## config.mk

```make
export PLATFORM = sky130hd
export DESIGN_NAME = ldoc_top
export DESIGN_NICKNAME = d
export VERILOG_FILES = /design/src/core/ldoc_pkg.sv /design/src/core/ldoc_top.sv /design/src/core/ldoc_timer.sv
export SDC_FILE = /design/constraint.sdc
export NUM_CORES = 1
export LEC_CHECK = 0
export BUFFER_PORTS_ARGS = -buffer_cell sky130_fd_sc_hd__buf_2
export CELL_PAD_IN_SITES_DETAIL_PLACEMENT = 0
export CELL_PAD_IN_SITES_GLOBAL_PLACEMENT = 1
export CORE_ASPECT_RATIO = 0.9
export CORE_UTILIZATION = 45
export CTS_CLUSTER_DIAMETER = 200
export DETAILED_ROUTE_END_ITERATION = 7
export PLACE_DENSITY_LB_ADDON = 0.12
export SYNTH_ARGS = -nofsm -noshare
export SYNTH_HDL_FRONTEND = slang
export SYNTH_SLANG_ARGS = --single-unit
```

## constraint.sdc

```tcl
create_clock -name aclk -period 7.9 [get_ports aclk]
set_input_delay 1.58 -clock aclk [delete_from_list [all_inputs] [get_ports aclk]]
set_output_delay 1.58 -clock aclk [all_outputs]
set_load 0.02 [all_outputs]
```

## src/core/ldoc_pkg.sv

```systemverilog
package ldoc_pkg;
	// ****************************************************************
	// clock and time base
	// ****************************************************************
	localparam int CLK_HZ         = 20_000_000;
	localparam int MS_CYC         = CLK_HZ / 1000;
	localparam int PULSE_MS       = 250;
	localparam int HOLD_MIN_MS    = 300_000;
	localparam int HOLD_MAX_MS    = 10_800_000;
	localparam int ADOPT_MS       = 2000;
	localparam int LONG_PRESS_MS  = 2000;
	localparam int CALL_MEM_MS    = 4000;
	localparam int LOWV_PERIOD_MS = 2000;
	localparam int LOWV_ON_MS     = 100;
	localparam int FLASH_STEP_MS  = 250;
	localparam int FLASH_STEPS    = 10;

	// ****************************************************************
	// sensitivity shifts: threshold = reference >> shift
	// ****************************************************************
	localparam logic [3:0] SHIFT_LOW  = 4'h5;
	localparam logic [3:0] SHIFT_MLOW = 4'h6;
	localparam logic [3:0] SHIFT_MHI  = 4'h7;
	localparam logic [3:0] SHIFT_HIGH = 4'h8;
	localparam logic [3:0] SHIFT_CHG  = 4'h2;

	// ****************************************************************
	// register map
	// ****************************************************************
	localparam logic [7:0] REG_CTRL   = 8'h00;
	localparam logic [7:0] REG_STATUS = 8'h04;
	localparam logic [7:0] REG_SWITCH = 8'h08;
	localparam logic [7:0] REG_REF    = 8'h0c;
	localparam logic [7:0] REG_COUNT  = 8'h10;
	localparam int CTRL_RETUNE    = 0;
	localparam int CTRL_CLR_LAST  = 1;
	localparam logic [1:0] RESP_OKAY   = 2'h0;
	localparam logic [1:0] RESP_SLVERR = 2'h2;

	typedef enum logic [1:0] {
		FRQ_LOW, FRQ_MLOW, FRQ_MHIGH, FRQ_HIGH
	} ldoc_freq_t;
	typedef enum logic [1:0] {
		SNS_LOW, SNS_MLOW, SNS_MHIGH, SNS_HIGH
	} ldoc_sens_t;
	typedef enum logic [1:0] {
		OUT_PRESENCE, OUT_EXIT, OUT_ENTRY
	} ldoc_mode_t;
	typedef enum logic [1:0] {
		FLT_NONE, FLT_OPEN, FLT_SHORT, FLT_CHG
	} ldoc_fault_t;
endpackage

```

## src/core/ldoc_top.sv

```systemverilog
// Contract
// - switches 1,2 pick low, medium-low, medium-high or high loop frequency.
// - switches 3,4 pick low, medium-low, medium-high or high sensitivity.
// - boost switch raises sensitivity during a call, vacant setting after.
// - limited presence ends a held call after the hold time, 5 min-3 h.
// - infinite presence holds the call while the vehicle stays and power lasts.
// - switch 7 off presence; 7 on 8 off exit pulse; both on entry pulse.
// - presence mode drives the output for the whole call.
// - exit mode gives one 250 ms pulse when the vehicle leaves.
// - entry mode gives one 250 ms pulse when the vehicle enters.
// - button press clears the call and state and retunes the reference.
// - a call survives a supply dip of up to 4 seconds.
// - detect open loop, shorted loop and inductance change over 25%.
// - present fault flashes both LEDs: one, two or three flashes.
// - healed fault: output LED normal, power LED keeps last fault code.
// - after a change fault, adopt the new reference after two seconds.
// - button press stops the power LED last-fault code.
// - last fault kept in non-volatile store, shown after power returns.
// - holding the button 2 seconds shows the stored last fault again.
// - low supply: power LED short flash every 2 s, output LED off.
//
// Our own choices: register access over AXI4-Lite and the register offsets.
module ldoc_top
	import ldoc_pkg::*;
#(
	parameter int  TICK_CYC  = MS_CYC,
	parameter int  HOLD_MS   = HOLD_MIN_MS,
	parameter int  ADOPT_T   = ADOPT_MS,
	parameter int  LONG_T    = LONG_PRESS_MS,
	parameter int  MEM_T     = CALL_MEM_MS,
	parameter int  PULSE_T   = PULSE_MS,
	parameter int  LOWV_P    = LOWV_PERIOD_MS,
	parameter int  STEP_T    = FLASH_STEP_MS,
	parameter bit  FAIL_SAFE = 1'b1
) (
	input  wire logic        aclk,
	input  wire logic        aresetn,
	input  wire logic [7:0]  s_axi_awaddr,
	input  wire logic [2:0]  s_axi_awprot,
	input  wire logic        s_axi_awvalid,
	output logic             s_axi_awready,
	input  wire logic [31:0] s_axi_wdata,
	input  wire logic [3:0]  s_axi_wstrb,
	input  wire logic        s_axi_wvalid,
	output logic             s_axi_wready,
	output logic [1:0]       s_axi_bresp,
	output logic             s_axi_bvalid,
	input  wire logic        s_axi_bready,
	input  wire logic [7:0]  s_axi_araddr,
	input  wire logic [2:0]  s_axi_arprot,
	input  wire logic        s_axi_arvalid,
	output logic             s_axi_arready,
	output logic [31:0]      s_axi_rdata,
	output logic [1:0]       s_axi_rresp,
	output logic             s_axi_rvalid,
	input  wire logic        s_axi_rready,
	input  wire logic [7:0]  dip_switches,
	input  wire logic        reset_button,
	input  wire logic        supply_low,
	input  wire logic [1:0]  nvm_fault_in,
	input  wire logic        meas_valid,
	input  wire logic [15:0] meas_count,
	input  wire logic        loop_open,
	input  wire logic        loop_short,
	output logic [1:0]       freq_sel,
	output logic             retune_req,
	output logic             detect_out,
	output logic             power_led,
	output logic             output_led,
	output logic             nvm_wr,
	output logic [1:0]       nvm_fault_out
);
	// ****************************************************************
	// pin synchronisers
	// ****************************************************************
	logic [11:0] pin_s1_q, pin_s2_q;
	always_ff @(posedge aclk) begin
		if (!aresetn) begin
			pin_s1_q <= '0;
			pin_s2_q <= '0;
		end else begin
			pin_s1_q <= {nvm_fault_in, supply_low, reset_button, dip_switches};
			pin_s2_q <= pin_s1_q;
		end
	end
	logic [7:0] sw;
	logic       btn, low_v;
	logic [1:0] nvm_s;
	assign sw    = pin_s2_q[7:0];
	assign btn   = pin_s2_q[8];
	assign low_v = pin_s2_q[9];
	assign nvm_s = pin_s2_q[11:10];

	// ****************************************************************
	// switch decode
	// ****************************************************************
	ldoc_freq_t freq_q;
	ldoc_sens_t sens;
	ldoc_mode_t mode;
	logic       boost_select_switch, hold_limit_switch;
	logic [1:0] output_form_switches;
	assign boost_select_switch  = sw[4];
	assign hold_limit_switch    = sw[5];
	assign output_form_switches = sw[7:6];
	always_comb begin
		unique case ({sw[3], sw[2]})
			2'b01:   sens = SNS_LOW;
			2'b00:   sens = SNS_MLOW;
			2'b10:   sens = SNS_MHIGH;
			default: sens = SNS_HIGH;
		endcase
		if (!output_form_switches[0]) begin
			mode = OUT_PRESENCE;
		end else if (!output_form_switches[1]) begin
			mode = OUT_EXIT;
		end else begin
			mode = OUT_ENTRY;
		end
	end
	always_ff @(posedge aclk) begin
		if (!aresetn) begin
			freq_q <= FRQ_HIGH;
		end else begin
			unique case ({sw[1], sw[0]})
				2'b11:   freq_q <= FRQ_LOW;
				2'b10:   freq_q <= FRQ_MLOW;
				2'b01:   freq_q <= FRQ_MHIGH;
				default: freq_q <= FRQ_HIGH;
			endcase
		end
	end
	assign freq_sel = freq_q;

	// ****************************************************************
	// millisecond tick
	// ****************************************************************
	logic [15:0] tick_cnt_q;
	logic        tick;
	assign tick = (tick_cnt_q == 16'(TICK_CYC - 1));
	always_ff @(posedge aclk) begin
		if (!aresetn || tick) begin
			tick_cnt_q <= '0;
		end else begin
			tick_cnt_q <= tick_cnt_q + 16'h0001;
		end
	end

	// ****************************************************************
	// button, timers
	// ****************************************************************
	logic btn_q, press, ctrl_retune, ctrl_clr;
	always_ff @(posedge aclk) begin
		if (!aresetn) begin
			btn_q <= 1'b0;
		end else begin
			btn_q <= btn;
		end
	end
	assign press = btn && !btn_q;

	logic call_q, call_rise, call_fall, leave, hold_done;
	logic long_done, mem_done, hold_busy, adopt_busy, pulse_busy;
	logic chg_now, fault_chg_q, low_v_q;
	ldoc_timer #(.W(24)) u_hold (
		.aclk(aclk), .aresetn(aresetn),
		.start(call_q && hold_limit_switch && !hold_busy),
		.stop(!call_q || !hold_limit_switch), .tick(tick),
		.len(24'(HOLD_MS)), .busy(hold_busy), .done(hold_done)
	);
	ldoc_timer #(.W(20)) u_long (
		.aclk(aclk), .aresetn(aresetn), .start(press), .stop(!btn),
		.tick(tick), .len(20'(LONG_T)), .busy(), .done(long_done)
	);
	ldoc_timer #(.W(20)) u_mem (
		.aclk(aclk), .aresetn(aresetn), .start(low_v && !low_v_q),
		.stop(!low_v), .tick(tick), .len(20'(MEM_T)), .busy(),
		.done(mem_done)
	);
	ldoc_timer #(.W(20)) u_adopt (
		.aclk(aclk), .aresetn(aresetn),
		.start(chg_now && !fault_chg_q), .stop(press || ctrl_retune),
		.tick(tick), .len(20'(ADOPT_T)), .busy(adopt_busy),
		.done()
	);
	ldoc_timer #(.W(20)) u_pulse (
		.aclk(aclk), .aresetn(aresetn),
		.start((mode == OUT_ENTRY && call_rise) ||
			(mode == OUT_EXIT && call_fall && leave)),
		.stop(1'b0), .tick(tick), .len(20'(PULSE_T)), .busy(pulse_busy),
		.done()
	);
	always_ff @(posedge aclk) begin
		if (!aresetn) begin
			low_v_q <= 1'b0;
		end else begin
			low_v_q <= low_v;
		end
	end

	// ****************************************************************
	// reference and detection
	// ****************************************************************
	logic [15:0] ref_q, count_q, diff, thr;
	logic        ref_ok_q, detect, adopt_now;
	logic [3:0]  shift;
	logic        retune;
	assign retune = press || ctrl_retune || hold_done;
	assign diff   = (meas_count > ref_q) ? meas_count - ref_q
		: ref_q - meas_count;
	always_comb begin
		unique case (sens)
			SNS_LOW:   shift = SHIFT_LOW;
			SNS_MLOW:  shift = SHIFT_MLOW;
			SNS_MHIGH: shift = SHIFT_MHI;
			SNS_HIGH:  shift = SHIFT_HIGH;
		endcase
		if (boost_select_switch && call_q) begin
			shift = shift + 4'h1;
		end
	end
	assign thr     = ref_q >> shift;
	assign chg_now = meas_valid && ref_ok_q && !call_q && !fault_chg_q &&
		(diff > (ref_q >> SHIFT_CHG));
	assign adopt_now = meas_valid && fault_chg_q && !adopt_busy;
	assign detect  = ref_ok_q && !fault_chg_q && diff > thr;
	always_ff @(posedge aclk) begin
		if (!aresetn || retune) begin
			ref_ok_q <= 1'b0;
			ref_q    <= '0;
		end else if (meas_valid && (!ref_ok_q || adopt_now)) begin
			ref_ok_q <= 1'b1;
			ref_q    <= meas_count;
		end
	end
	always_ff @(posedge aclk) begin
		if (!aresetn) begin
			count_q     <= '0;
			fault_chg_q <= 1'b0;
		end else begin
			if (meas_valid) begin
				count_q <= meas_count;
			end
			if (chg_now) begin
				fault_chg_q <= 1'b1;
			end else if (adopt_now || retune) begin
				fault_chg_q <= 1'b0;
			end
		end
	end

	// ****************************************************************
	// call state
	// ****************************************************************
	logic        call_d;
	ldoc_fault_t fault_cur;
	always_comb begin
		if (loop_open) begin
			fault_cur = FLT_OPEN;
		end else if (loop_short) begin
			fault_cur = FLT_SHORT;
		end else if (fault_chg_q) begin
			fault_cur = FLT_CHG;
		end else begin
			fault_cur = FLT_NONE;
		end
	end
	always_comb begin
		call_d = call_q;
		leave  = 1'b0;
		if (retune || mem_done) begin
			call_d = 1'b0;
		end else if (low_v) begin
			call_d = call_q;
		end else if (meas_valid && fault_cur == FLT_NONE) begin
			call_d = detect;
			leave  = call_q && !detect;
		end
	end
	always_ff @(posedge aclk) begin
		if (!aresetn) begin
			call_q <= 1'b0;
		end else begin
			call_q <= call_d;
		end
	end
	assign call_rise = call_d && !call_q;
	assign call_fall = !call_d && call_q;

	// ****************************************************************
	// relay output
	// ****************************************************************
	always_ff @(posedge aclk) begin
		if (!aresetn) begin
			detect_out <= 1'b0;
			retune_req <= 1'b0;
		end else begin
			retune_req <= retune;
			if (fault_cur != FLT_NONE) begin
				detect_out <= FAIL_SAFE;
			end else if (mode == OUT_PRESENCE) begin
				detect_out <= call_q;
			end else begin
				detect_out <= pulse_busy;
			end
		end
	end

	// ****************************************************************
	// last fault memory
	// ****************************************************************
	ldoc_fault_t last_q;
	logic        show_q;
	logic [2:0]  boot_q;
	always_ff @(posedge aclk) begin
		if (!aresetn) begin
			last_q        <= FLT_NONE;
			show_q        <= 1'b0;
			boot_q        <= 3'h4;
			nvm_wr        <= 1'b0;
			nvm_fault_out <= 2'h0;
		end else begin
			boot_q <= boot_q >> 1;
			nvm_wr <= 1'b0;
			if (boot_q[0]) begin
				last_q <= ldoc_fault_t'(nvm_s);
				show_q <= (nvm_s != 2'h0);
			end else if (fault_cur != FLT_NONE) begin
				show_q <= 1'b1;
				if (fault_cur != last_q) begin
					last_q        <= fault_cur;
					nvm_wr        <= 1'b1;
					nvm_fault_out <= fault_cur;
				end
			end else if (long_done) begin
				show_q <= 1'b1;
			end else if (press) begin
				show_q <= 1'b0;
			end else if (ctrl_clr) begin
				last_q        <= FLT_NONE;
				show_q        <= 1'b0;
				nvm_wr        <= 1'b1;
				nvm_fault_out <= FLT_NONE;
			end
		end
	end

	// ****************************************************************
	// flash codes
	// ****************************************************************
	logic [7:0]  step_ms_q;
	logic [3:0]  step_q;
	logic [11:0] lowv_ms_q;
	always_ff @(posedge aclk) begin
		if (!aresetn) begin
			step_ms_q <= '0;
			step_q    <= '0;
			lowv_ms_q <= '0;
		end else if (tick) begin
			if (step_ms_q == 8'(STEP_T - 1)) begin
				step_ms_q <= '0;
				step_q    <= (step_q == 4'(FLASH_STEPS - 1)) ? 4'h0
					: step_q + 4'h1;
			end else begin
				step_ms_q <= step_ms_q + 8'h01;
			end
			lowv_ms_q <= (lowv_ms_q == 12'(LOWV_P - 1)) ? 12'h000
				: lowv_ms_q + 12'h001;
		end
	end
	function automatic logic flash(input ldoc_fault_t f,
		input logic [3:0] s);
		return !s[0] && (s < {1'b0, f, 1'b0});
	endfunction
	always_ff @(posedge aclk) begin
		if (!aresetn) begin
			power_led  <= 1'b0;
			output_led <= 1'b0;
		end else if (low_v) begin
			power_led  <= (lowv_ms_q <
				12'(LOWV_P * LOWV_ON_MS / LOWV_PERIOD_MS));
			output_led <= 1'b0;
		end else if (fault_cur != FLT_NONE) begin
			power_led  <= flash(fault_cur, step_q);
			output_led <= flash(fault_cur, step_q);
		end else begin
			power_led  <= (show_q && last_q != FLT_NONE)
				? flash(last_q, step_q) : 1'b1;
			output_led <= detect_out;
		end
	end

	// ****************************************************************
	// axi4-lite slave
	// ****************************************************************
	logic       aw_have_q, w_have_q;
	logic [7:0] aw_q;
	logic [31:0] w_q;
	logic [3:0] wstrb_q;
	assign s_axi_awready = !aw_have_q && !s_axi_bvalid;
	assign s_axi_wready  = !w_have_q && !s_axi_bvalid;
	assign s_axi_arready = !s_axi_rvalid;
	logic wr_go;
	assign wr_go = aw_have_q && w_have_q && !s_axi_bvalid;
	assign ctrl_retune = wr_go && aw_q == REG_CTRL && wstrb_q[0] &&
		w_q[CTRL_RETUNE];
	assign ctrl_clr = wr_go && aw_q == REG_CTRL && wstrb_q[0] &&
		w_q[CTRL_CLR_LAST];
	always_ff @(posedge aclk) begin
		if (!aresetn) begin
			aw_have_q    <= 1'b0;
			w_have_q     <= 1'b0;
			aw_q         <= '0;
			w_q          <= '0;
			wstrb_q      <= '0;
			s_axi_bvalid <= 1'b0;
			s_axi_bresp  <= RESP_OKAY;
		end else begin
			if (s_axi_awvalid && s_axi_awready) begin
				aw_have_q <= 1'b1;
				aw_q      <= {s_axi_awaddr[7:2], 2'b00};
			end
			if (s_axi_wvalid && s_axi_wready) begin
				w_have_q <= 1'b1;
				w_q      <= s_axi_wdata;
				wstrb_q  <= s_axi_wstrb;
			end
			if (wr_go) begin
				aw_have_q    <= 1'b0;
				w_have_q     <= 1'b0;
				s_axi_bvalid <= 1'b1;
				s_axi_bresp  <= (aw_q <= REG_COUNT) ? RESP_OKAY
					: RESP_SLVERR;
			end else if (s_axi_bready) begin
				s_axi_bvalid <= 1'b0;
			end
		end
	end
	always_ff @(posedge aclk) begin
		if (!aresetn) begin
			s_axi_rvalid <= 1'b0;
			s_axi_rdata  <= '0;
			s_axi_rresp  <= RESP_OKAY;
		end else if (s_axi_arvalid && s_axi_arready) begin
			s_axi_rvalid <= 1'b1;
			s_axi_rresp  <= RESP_OKAY;
			unique case ({s_axi_araddr[7:2], 2'b00})
				REG_CTRL:   s_axi_rdata <= '0;
				REG_STATUS: s_axi_rdata <= {20'h0, mode, 2'(freq_q),
					low_v, show_q, 2'(last_q), 2'(fault_cur),
					detect_out, call_q};
				REG_SWITCH: s_axi_rdata <= {24'h0, sw};
				REG_REF:    s_axi_rdata <= {15'h0, ref_ok_q, ref_q};
				REG_COUNT:  s_axi_rdata <= {16'h0, count_q};
				default: begin
					s_axi_rdata <= '0;
					s_axi_rresp <= RESP_SLVERR;
				end
			endcase
		end else if (s_axi_rready) begin
			s_axi_rvalid <= 1'b0;
		end
	end
endmodule // ldoc_top

```

## src/core/ldoc_timer.sv

```systemverilog
module ldoc_timer
	import ldoc_pkg::*;
#(
	parameter int W = 20
) (
	input  wire logic         aclk,
	input  wire logic         aresetn,
	input  wire logic         start,
	input  wire logic         stop,
	input  wire logic         tick,
	input  wire logic [W-1:0] len,
	output logic              busy,
	output logic              done
);
	logic [W-1:0] cnt_q;

	// ****************************************************************
	// down counter in ticks
	// ****************************************************************
	always_ff @(posedge aclk) begin
		if (!aresetn) begin
			cnt_q <= '0;
		end else if (stop) begin
			cnt_q <= '0;
		end else if (start) begin
			cnt_q <= len;
		end else if (tick && cnt_q != '0) begin
			cnt_q <= cnt_q - W'(1);
		end
	end

	assign busy = (cnt_q != '0);
	assign done = tick && (cnt_q == W'(1)) && !start && !stop;
endmodule // ldoc_timer

```

Yosys cells after proc, flatten, opt, wreduce, memory -nomap -nowiden:

Index checks and enable logic that the tools add are counted.

* $lt $le $gt $ge: 7
* add/sub/neg operators: 12
* bitwise logic cells: 4
* equality and inequality tests: 28
* shift operators: 1
* reduce and logical (&&, ||, !) cells: 120
* multiplexer cells: 61

Operators by type and width (count)
* $reduce_bool A20 Y1: 4
* $sub A20 B1 Y20 const B: 4
* $pmux W17 S4: 1
* $logic_and A1 B1 Y1: 50
* $mux W11: 4
* $eq A20 B1 Y1 const B: 2
* $mux W19: 2
* $mux W12: 3
* $gt A16 B16 Y1: 2
* $sub A16 B16 Y16: 2
* $mux W1: 28
* $mux W2: 13
* $eq A24 B1 Y1 const B: 1
* $mux W8: 3
* $reduce_bool A2 Y1: 12
* $reduce_bool A24 Y1: 1
* $sub A24 B1 Y24 const B: 1
* $logic_not A1 Y1: 20
* $add A16 B1 Y16 const B: 1
* $eq A16 B15 Y1 const B: 1
* $gt A16 B14 Y1: 1
* $mux W16: 1
* $pmux W4 S4: 1
* $shr A16 B4 Y16: 1
* other kinds (34): 74

* bits of input ports: 96
* register bits: 269
* word-level logic and storage cells: 277
* output and inout bits: 50

Depth between registers and ports, before layout:

* word-level depth: 18
* gate-level depth with buffers: 23
* depth with buffers taken out: 21

By module:

A second synthesis with hierarchy kept.

* cells, all modules: 1897
* area, all modules: 15757.6 um2

By module, submodules not included
* ldoc_top: instances 1, area each 8829.7 um2, cells an instance 1064, seq. area each 2962.8 um2
* ldoc_timer at u_adopt ...: instances 4, area each 1358.8 um2, cells an instance 164, seq. area each 400.4 um2
* ldoc_timer at u_hold: instances 1, area each 1492.7 um2, cells an instance 177, seq. area each 480.5 um2

Worst setup path after synthesis:

OpenSTA, ideal clock, no wires.

* kind: input to register
* start point: input port meas_count[8]
* end point: register u_adopt.cnt_q[0]
* slack: 1946 ps
* data arrival time: 5889 ps
* path buffers: 3
* required time: 7835 ps
* library setup time: 65 ps
* cell stages on the path: 21
* cell sequence: inv_1 -> ha_1 -> clkbuf_1 -> nand4_1 -> or4_1 -> a21boi_1 -> clkbuf_1 -> nand3_1 -> o21ai_0 -> o31ai_1 -> xor2_1 -> ha_1 -> a21o_1 -> a21oi_1 -> o211ai_1 -> a211oi_1 -> a221oi_1 -> or4b_1 -> a31o_2 -> clkbuf_1 -> nor2_1

* cells in the longest elaborated chain, start to end: 6
* elaborated cells between the ends (all ways): 8
* those cells by class: add/sub (2); order compare (2); mux (1); reduce/logical (3)

RTL lines
* start, declared: RTL line ldoc_top.sv:62 `input wire logic [15:0] meas_count,`
* $sub A16 B16 Y16 (tied with other cells): RTL line ldoc_top.sv:209 `: ref_q - meas_count;`
* $mux W16 (*): RTL line ldoc_top.sv:208 `assign diff = (meas_count > ref_q) ? meas_count - ref_q`
* $gt A16 B14 Y1 (*): RTL line ldoc_top.sv:223 `(diff > (ref_q >> SHIFT_CHG));`
* $logic_and A1 B1 Y1 (*): RTL line ldoc_top.sv:222 `assign chg_now = meas_valid && ref_ok_q && !call_q && !fault_chg_q &&`
* $logic_and A1 B1 Y1 (*): RTL line ldoc_top.sv:181 `.start(chg_now && !fault_chg_q), .stop(press || ctrl_retune),`
* $reduce_or A3 Y1 (no line) (*)
* end signal, assigned: RTL line ldoc_timer.sv:26 `cnt_q <= len;`
* end signal, assigned: RTL line ldoc_timer.sv:28 `cnt_q <= cnt_q - W'(1);`
* end, declared: RTL line ldoc_timer.sv:15 `logic [W-1:0] cnt_q;`

Mark *: on every way between the ends. The rest lies on a longest branch, timed or not.
A chain may end at the register's enable or synchronous reset.

Final worst setup path:

* start point: input port meas_count[9]
* end point: register u_adopt.cnt_q[1]

The elaborated chain is that of the path after synthesis.

==> results <==
- The run finished with clean final reports.
- The number of cells on the worst hold path is 1.
- After clock tree synthesis, the clock-pin slew on the worst setup and hold paths is ~0.060 ns.
- The kind of cell with the highest combined delay on the critical path is compound AO/OA/AOI/OAI gates.
- Cells with a size suffix above 1 make up a little over a tenth of the layout.
- The number of top-level pins is roughly 150.
- Setup violations remaining at the end of the flow were counted as 0.
- After detailed routing, the average wire length per cell comes to about 16 um.
- The count of final hold-check violations is 0.
- Synthesis handed over a netlist of between 1,500 and 2,000 instances.
- Among all stages on the critical path, the largest delay is contributed by sky130_fd_sc_hd__or4b_1.
- From synthesis to final layout, the design area changed by 12.5%.
- The terminating pin of the worst hold path is pin_s2_q[8]$_SDFF_PN0_.
- The number of antenna violations at the first check in global routing is 0.
- Setup repair after global routing left no endpoint under its margin.
- The number of enable-type register cells in the synthesized netlist is 0.
- STA classifies the critical path endpoint as a flip-flop.
- The violation count after the first detailed-route iteration is 550.
- The DRC violations left is 0.
- The sequential area share after synthesis is between 30% and 40%.
- The final wirelength is roughly 34 mm.
- The total global routing overflow is 0.
- For the pin with the worst max-slew slack, the measured transition is ~1.3 ns.
- The setup check on the worst reg-to-reg path leaves a slack of approximately 2.5 ns.
- TritonCTS built the clock tree.
- In the final design database the tool counted roughly 1,900 nets.
- Excluding fillers, the count of instances in the completed layout stands at 2,119.
- The root buffer cell is sky130_fd_sc_hd__clkbuf_16.
- The clock sink count is 252.
- Across the run, the number of max-cap violations was 0.
- Walking the worst path, the cells encountered are buf_2, inv_1, ha_1, a21oi_1, o21ai_0, a221oi_1, a21boi_2, buf_4, nand3_1, o21ai_0, o31ai_1, xor2_1, ha_1, a21o_1, a21oi_1, o211ai_1, a211oi_1, a221oi_1, or4b_1, a31o_2, a211oi_1.
- The endpoint of the worst-slack reg-to-reg timing path is u_adopt.cnt_q[1]$_SDFFE_PP0P_.
- The critical path data arrival time is 6.61 ns.
- The post-detailed-route count of antenna-violating nets is 0.
- The summed instance area of the synthesized netlist is approximately 14,000 sq um.
- After floorplanning, the core was divided into 60 placement rows.
- Together, buffers and inverters on the worst path number 3.
- The area inside the core boundary is 30,000 sq um.
- The via count normalized by instance count is approximately 5.4.
- The largest total area in the synthesized netlist belongs to sky130_fd_sc_hd__dfxtp_1.
- The element type at the critical path start is a primary input.
- The area share of the leading cell type in the synthesized netlist is 36.6%.
- Clock tree synthesis inserted a total of 28 buffers.
- Sorting the synthesized cells by area gives the leading types as sky130_fd_sc_hd__dfxtp_1 37%, sky130_fd_sc_hd__ha_1 7.1%, sky130_fd_sc_hd__nor2_1 6.6%, sky130_fd_sc_hd__mux2i_1 5.2%, sky130_fd_sc_hd__xnor2_1 5.1%.
- The count of state elements after synthesis is between 200 and 300.
- The number of antenna diodes in the final layout is 0.
- At the later pin of the worst-skew pair, clock insertion delay measures 0.57 ns.
- The effective utilization at floorplan is a little under half.
- The class of the most critical hold timing path is flip-flop to flip-flop.
- Of the available clock period, the critical path in the final layout requires just under 80%.
- The worst path required time is around 8.4 ns.
- For this block, the via count after detailed routing is approximately 11,000.
- The congestion estimate from routability-driven global placement came to approximately 0.86.
- Before antenna repair, the detailed router went through 7 iterations.
- The power density over the cells is between 200 and 250 nW/um^2.
- The type of the worst setup path is primary input to flip-flop.
- The Yosys step of the flow raised 0 warnings.
- The count of placed standard cells including taps is 2,067.
- The headroom to the max-slew limit is 14.2%.
- The origin of the worst min-delay path is pin_s1_q[8]$_SDFF_PN0_.
- The leakage dissipation is roughly 6.2 nW.
- The die span in x is 186 um.
- The critical path's largest stage delay is between 0.5 and 0.6 ns.
- The first global-routing pass estimated 56.8 mm of wire.
- The number of global-route vias before repair is approximately 11,000.
- The netlist uses 82 different library cells.
- The maximum clock frequency is around 160 MHz.
- The largest voltage drop on the vdd net is 0.175 mV.
- Across every metal layer, demand over resource in global routing totals between 20 and 25%.
- The die footprint is 31,300 sq um.
- The maximum buffer depth of the clock tree is 3.
- Entering global routing, the biggest net connects 79 pins.
- The number of setup buffers added after CTS is 0.
- The startpoint of the most critical register-to-register path is ref_q[15]$_SDFFE_PP0P_.
- The count of cells resized by post-cts repair is 0.
- Setup total negative slack on the finished layout was measured at 0 ns.
- The mean post-synth cell area is around 8.5 sq um.
- The cell area after placement is 14,500 sq um.
- The most used flip-flop cell after synthesis is sky130_fd_sc_hd__dfxtp_1.
- The area of all placed cells without fillers is ~15,000 sq um.
- Input and output buffers added on the ports amount to 85.
- The final number of max-transition violations was 0.
- In this run the number of H-tree levels came out at 1.
- The vertical die dimension is 168 um.
- The final critical delay including setup and external delays is 6.14 ns.
- Between clock sinks in the finished design, the worst skew comes to around 0.027 ns.
- The critical-path maximum fanout is 25.
- The layout has 2,946 filler cells.
- Counting flops with an async set or reset pin after synthesis yields a share of 0%.
- The number of hold buffers added after CTS is 0.
- The half-perimeter wire length of the detailed placement result is 25.6 mm.
- The number of cells on the worst reg-to-reg path is 19.
[worst max-delay path by stage]
stage / start / end / slack (ns) / cells after the start
global route: meas_count[10] / u_adopt.cnt_q[1]$_SDFFE_PP0P_ / 1.33 / 20
global placement: meas_count[10] / u_adopt.cnt_q[1]$_SDFFE_PP0P_ / 1.29 / 20
floorplan: meas_count[8] / u_adopt.cnt_q[0]$_SDFFE_PP0P_ / 1.95 / 21
CTS: meas_count[10] / u_adopt.cnt_q[1]$_SDFFE_PP0P_ / 1.77 / 20
detailed placement: meas_count[10] / u_adopt.cnt_q[1]$_SDFFE_PP0P_ / 1.23 / 20
finish: meas_count[9] / u_adopt.cnt_q[1]$_SDFFE_PP0P_ / 1.76 / 21
[flip-flops by register name, summed over array words and instances (netlist names), 3 cells and up]
| name | cells |
|---|---|
| boot_q | 3 |
| tick_cnt_q | 16 |
| u_long.cnt_q | 20 |
| aw_q | 6 |
| step_q | 4 |
| lowv_ms_q | 12 |
| step_ms_q | 8 |
| u_adopt.cnt_q | 20 |
| u_pulse.cnt_q | 20 |
| count_q | 16 |
| ref_q | 16 |
| pin_s1_q | 12 |
| u_hold.cnt_q | 24 |
| s_axi_rdata | 17 |
| u_mem.cnt_q | 20 |
| pin_s2_q | 12 |
[Yosys cell counts, types with 4 or more instances]
cell	n
sky130_fd_sc_hd__o32ai_1	5
sky130_fd_sc_hd__and2_1	34
sky130_fd_sc_hd__ha_1	78
sky130_fd_sc_hd__a21oi_1	117
sky130_fd_sc_hd__and3_1	14
sky130_fd_sc_hd__nor2_1	241
sky130_fd_sc_hd__xnor2_1	81
sky130_fd_sc_hd__a221oi_1	7
sky130_fd_sc_hd__or4_1	8
sky130_fd_sc_hd__nor4b_1	4
sky130_fd_sc_hd__or3_1	11
sky130_fd_sc_hd__mux4_2	6
sky130_fd_sc_hd__xor2_1	59
sky130_fd_sc_hd__inv_1	66
sky130_fd_sc_hd__o31ai_1	5
sky130_fd_sc_hd__o21ai_0	45
sky130_fd_sc_hd__nor4_1	25
sky130_fd_sc_hd__a22oi_1	5
sky130_fd_sc_hd__nor2b_1	14
sky130_fd_sc_hd__or2_2	6
sky130_fd_sc_hd__nand3_1	30
sky130_fd_sc_hd__a31oi_1	12
sky130_fd_sc_hd__nand2_1	124
sky130_fd_sc_hd__o211ai_1	5
sky130_fd_sc_hd__a222oi_1	10
sky130_fd_sc_hd__a21o_1	19
sky130_fd_sc_hd__dfxtp_1	252
sky130_fd_sc_hd__o21a_1	5
sky130_fd_sc_hd__and4_1	4
sky130_fd_sc_hd__a211oi_1	12
sky130_fd_sc_hd__buf_4	17
sky130_fd_sc_hd__mux2i_1	71
sky130_fd_sc_hd__clkbuf_1	51
sky130_fd_sc_hd__a31o_2	4
sky130_fd_sc_hd__nor3_1	62
sky130_fd_sc_hd__nand4_1	26
sky130_fd_sc_hd__nand3b_1	6
sky130_fd_sc_hd__buf_1	5
sky130_fd_sc_hd__buf_2	4
sky130_fd_sc_hd__nand2b_1	17
[layout by cell type (no fill, tap or decap), types with 17 or more instances in the layout]
cell / count
sky130_fd_sc_hd__nand2b_1: 17
sky130_fd_sc_hd__nand4_1: 26
sky130_fd_sc_hd__and2_1: 34
sky130_fd_sc_hd__dfxtp_1: 252
sky130_fd_sc_hd__nand3_1: 30
sky130_fd_sc_hd__a21oi_1: 117
sky130_fd_sc_hd__xor2_1: 58
sky130_fd_sc_hd__a21o_1: 19
sky130_fd_sc_hd__nand2_1: 124
sky130_fd_sc_hd__inv_1: 66
sky130_fd_sc_hd__buf_2: 85
sky130_fd_sc_hd__xnor2_1: 81
sky130_fd_sc_hd__mux2i_1: 70
sky130_fd_sc_hd__ha_1: 78
sky130_fd_sc_hd__clkbuf_16: 28
sky130_fd_sc_hd__nor2_1: 241
sky130_fd_sc_hd__nor4_1: 24
sky130_fd_sc_hd__nor3_1: 62
sky130_fd_sc_hd__conb_1: 17
sky130_fd_sc_hd__o21ai_0: 45
[where the power goes]
part / leakage, nW / total, mW / switching (mW) / internal, mW
registers: 2.05 / 1.34 / 0.0313 / 1.30
logic: 3.67 / 0.482 / 0.290 / 0.192
clock network: 0.486 / 1.37 / 0.539 / 0.833
total: 6.21 / 3.19 / 0.860 / 2.33
[layout make-up]
class	instances	area [sq um]	share of cell area (%)
clock inverters	14	201	1.30
clock buffers	38	788	5.09
repair buffers	98	523	3.37
inverters	67	251	1.62
well taps	403	504	3.25
multi-input cells	1247	8180	52.8
flip-flops and latches	252	5040	32.6
[cells by family after synthesis]
group | count (synthesis) | synth area share (%)
other | 1 | 0.0272
flip-flops | 252 | 36.6
AND/OR/NAND/NOR | 653 | 23.4
AO/OA/AOI/OAI | 277 | 12.7
adder cells (fa/ha/maj) | 80 | 7.37
buffers and inverters | 146 | 4.59
multiplexers | 80 | 6.38
XOR/XNOR | 140 | 8.90
[layer usage]
layer | track usage [%] | share of wire, % | vias up
met5 | 0 | 0 | -
met4 | 5.95 | 2.5 | 0
met3 | 2.86 | 4.2 | 48
met2 | 35.0 | 44 | 219
met1 | 31.4 | 49 | 5301
li1 | - | - | 5794
[per-stage QoR]
| stage | hold slack [ns] | power, mW | utilization, % | setup WS (ns) |
|---|---|---|---|---|
| after floorplan | 0.357 | 1.71 | - | 1.95 |
| after detailed placement | 0.419 | 1.84 | 48.3 | 1.23 |
| after global placement | 0.418 | 1.83 | 48.3 | 1.29 |
| after CTS | 0.431 | 3.22 | 51.6 | 1.77 |
| final | 0.427 | 3.19 | 51.6 | 1.76 |
| after global routing | 0.442 | 3.34 | 51.6 | 1.33 |
[worst register-to-register path, stage by stage (launching register included)]
cell,delay [ns]
sky130_fd_sc_hd__dfxtp_1,0.42
sky130_fd_sc_hd__inv_1,0.14
sky130_fd_sc_hd__ha_1,0.49
sky130_fd_sc_hd__nand4_1,0.18
sky130_fd_sc_hd__or4_1,0.60
sky130_fd_sc_hd__a21boi_2,0.20
sky130_fd_sc_hd__buf_4,0.25
sky130_fd_sc_hd__nand3_1,0.10
sky130_fd_sc_hd__o21ai_0,0.15
sky130_fd_sc_hd__o31ai_1,0.29
sky130_fd_sc_hd__xor2_1,0.32
sky130_fd_sc_hd__ha_1,0.31
sky130_fd_sc_hd__a21o_1,0.16
sky130_fd_sc_hd__a21oi_1,0.14
sky130_fd_sc_hd__o211ai_1,0.11
sky130_fd_sc_hd__a211oi_1,0.22
sky130_fd_sc_hd__a221oi_1,0.11
sky130_fd_sc_hd__or4b_1,0.57
sky130_fd_sc_hd__a31o_2,0.40
sky130_fd_sc_hd__a211oi_1,0.20
Power figures use the tool's default switching activity.
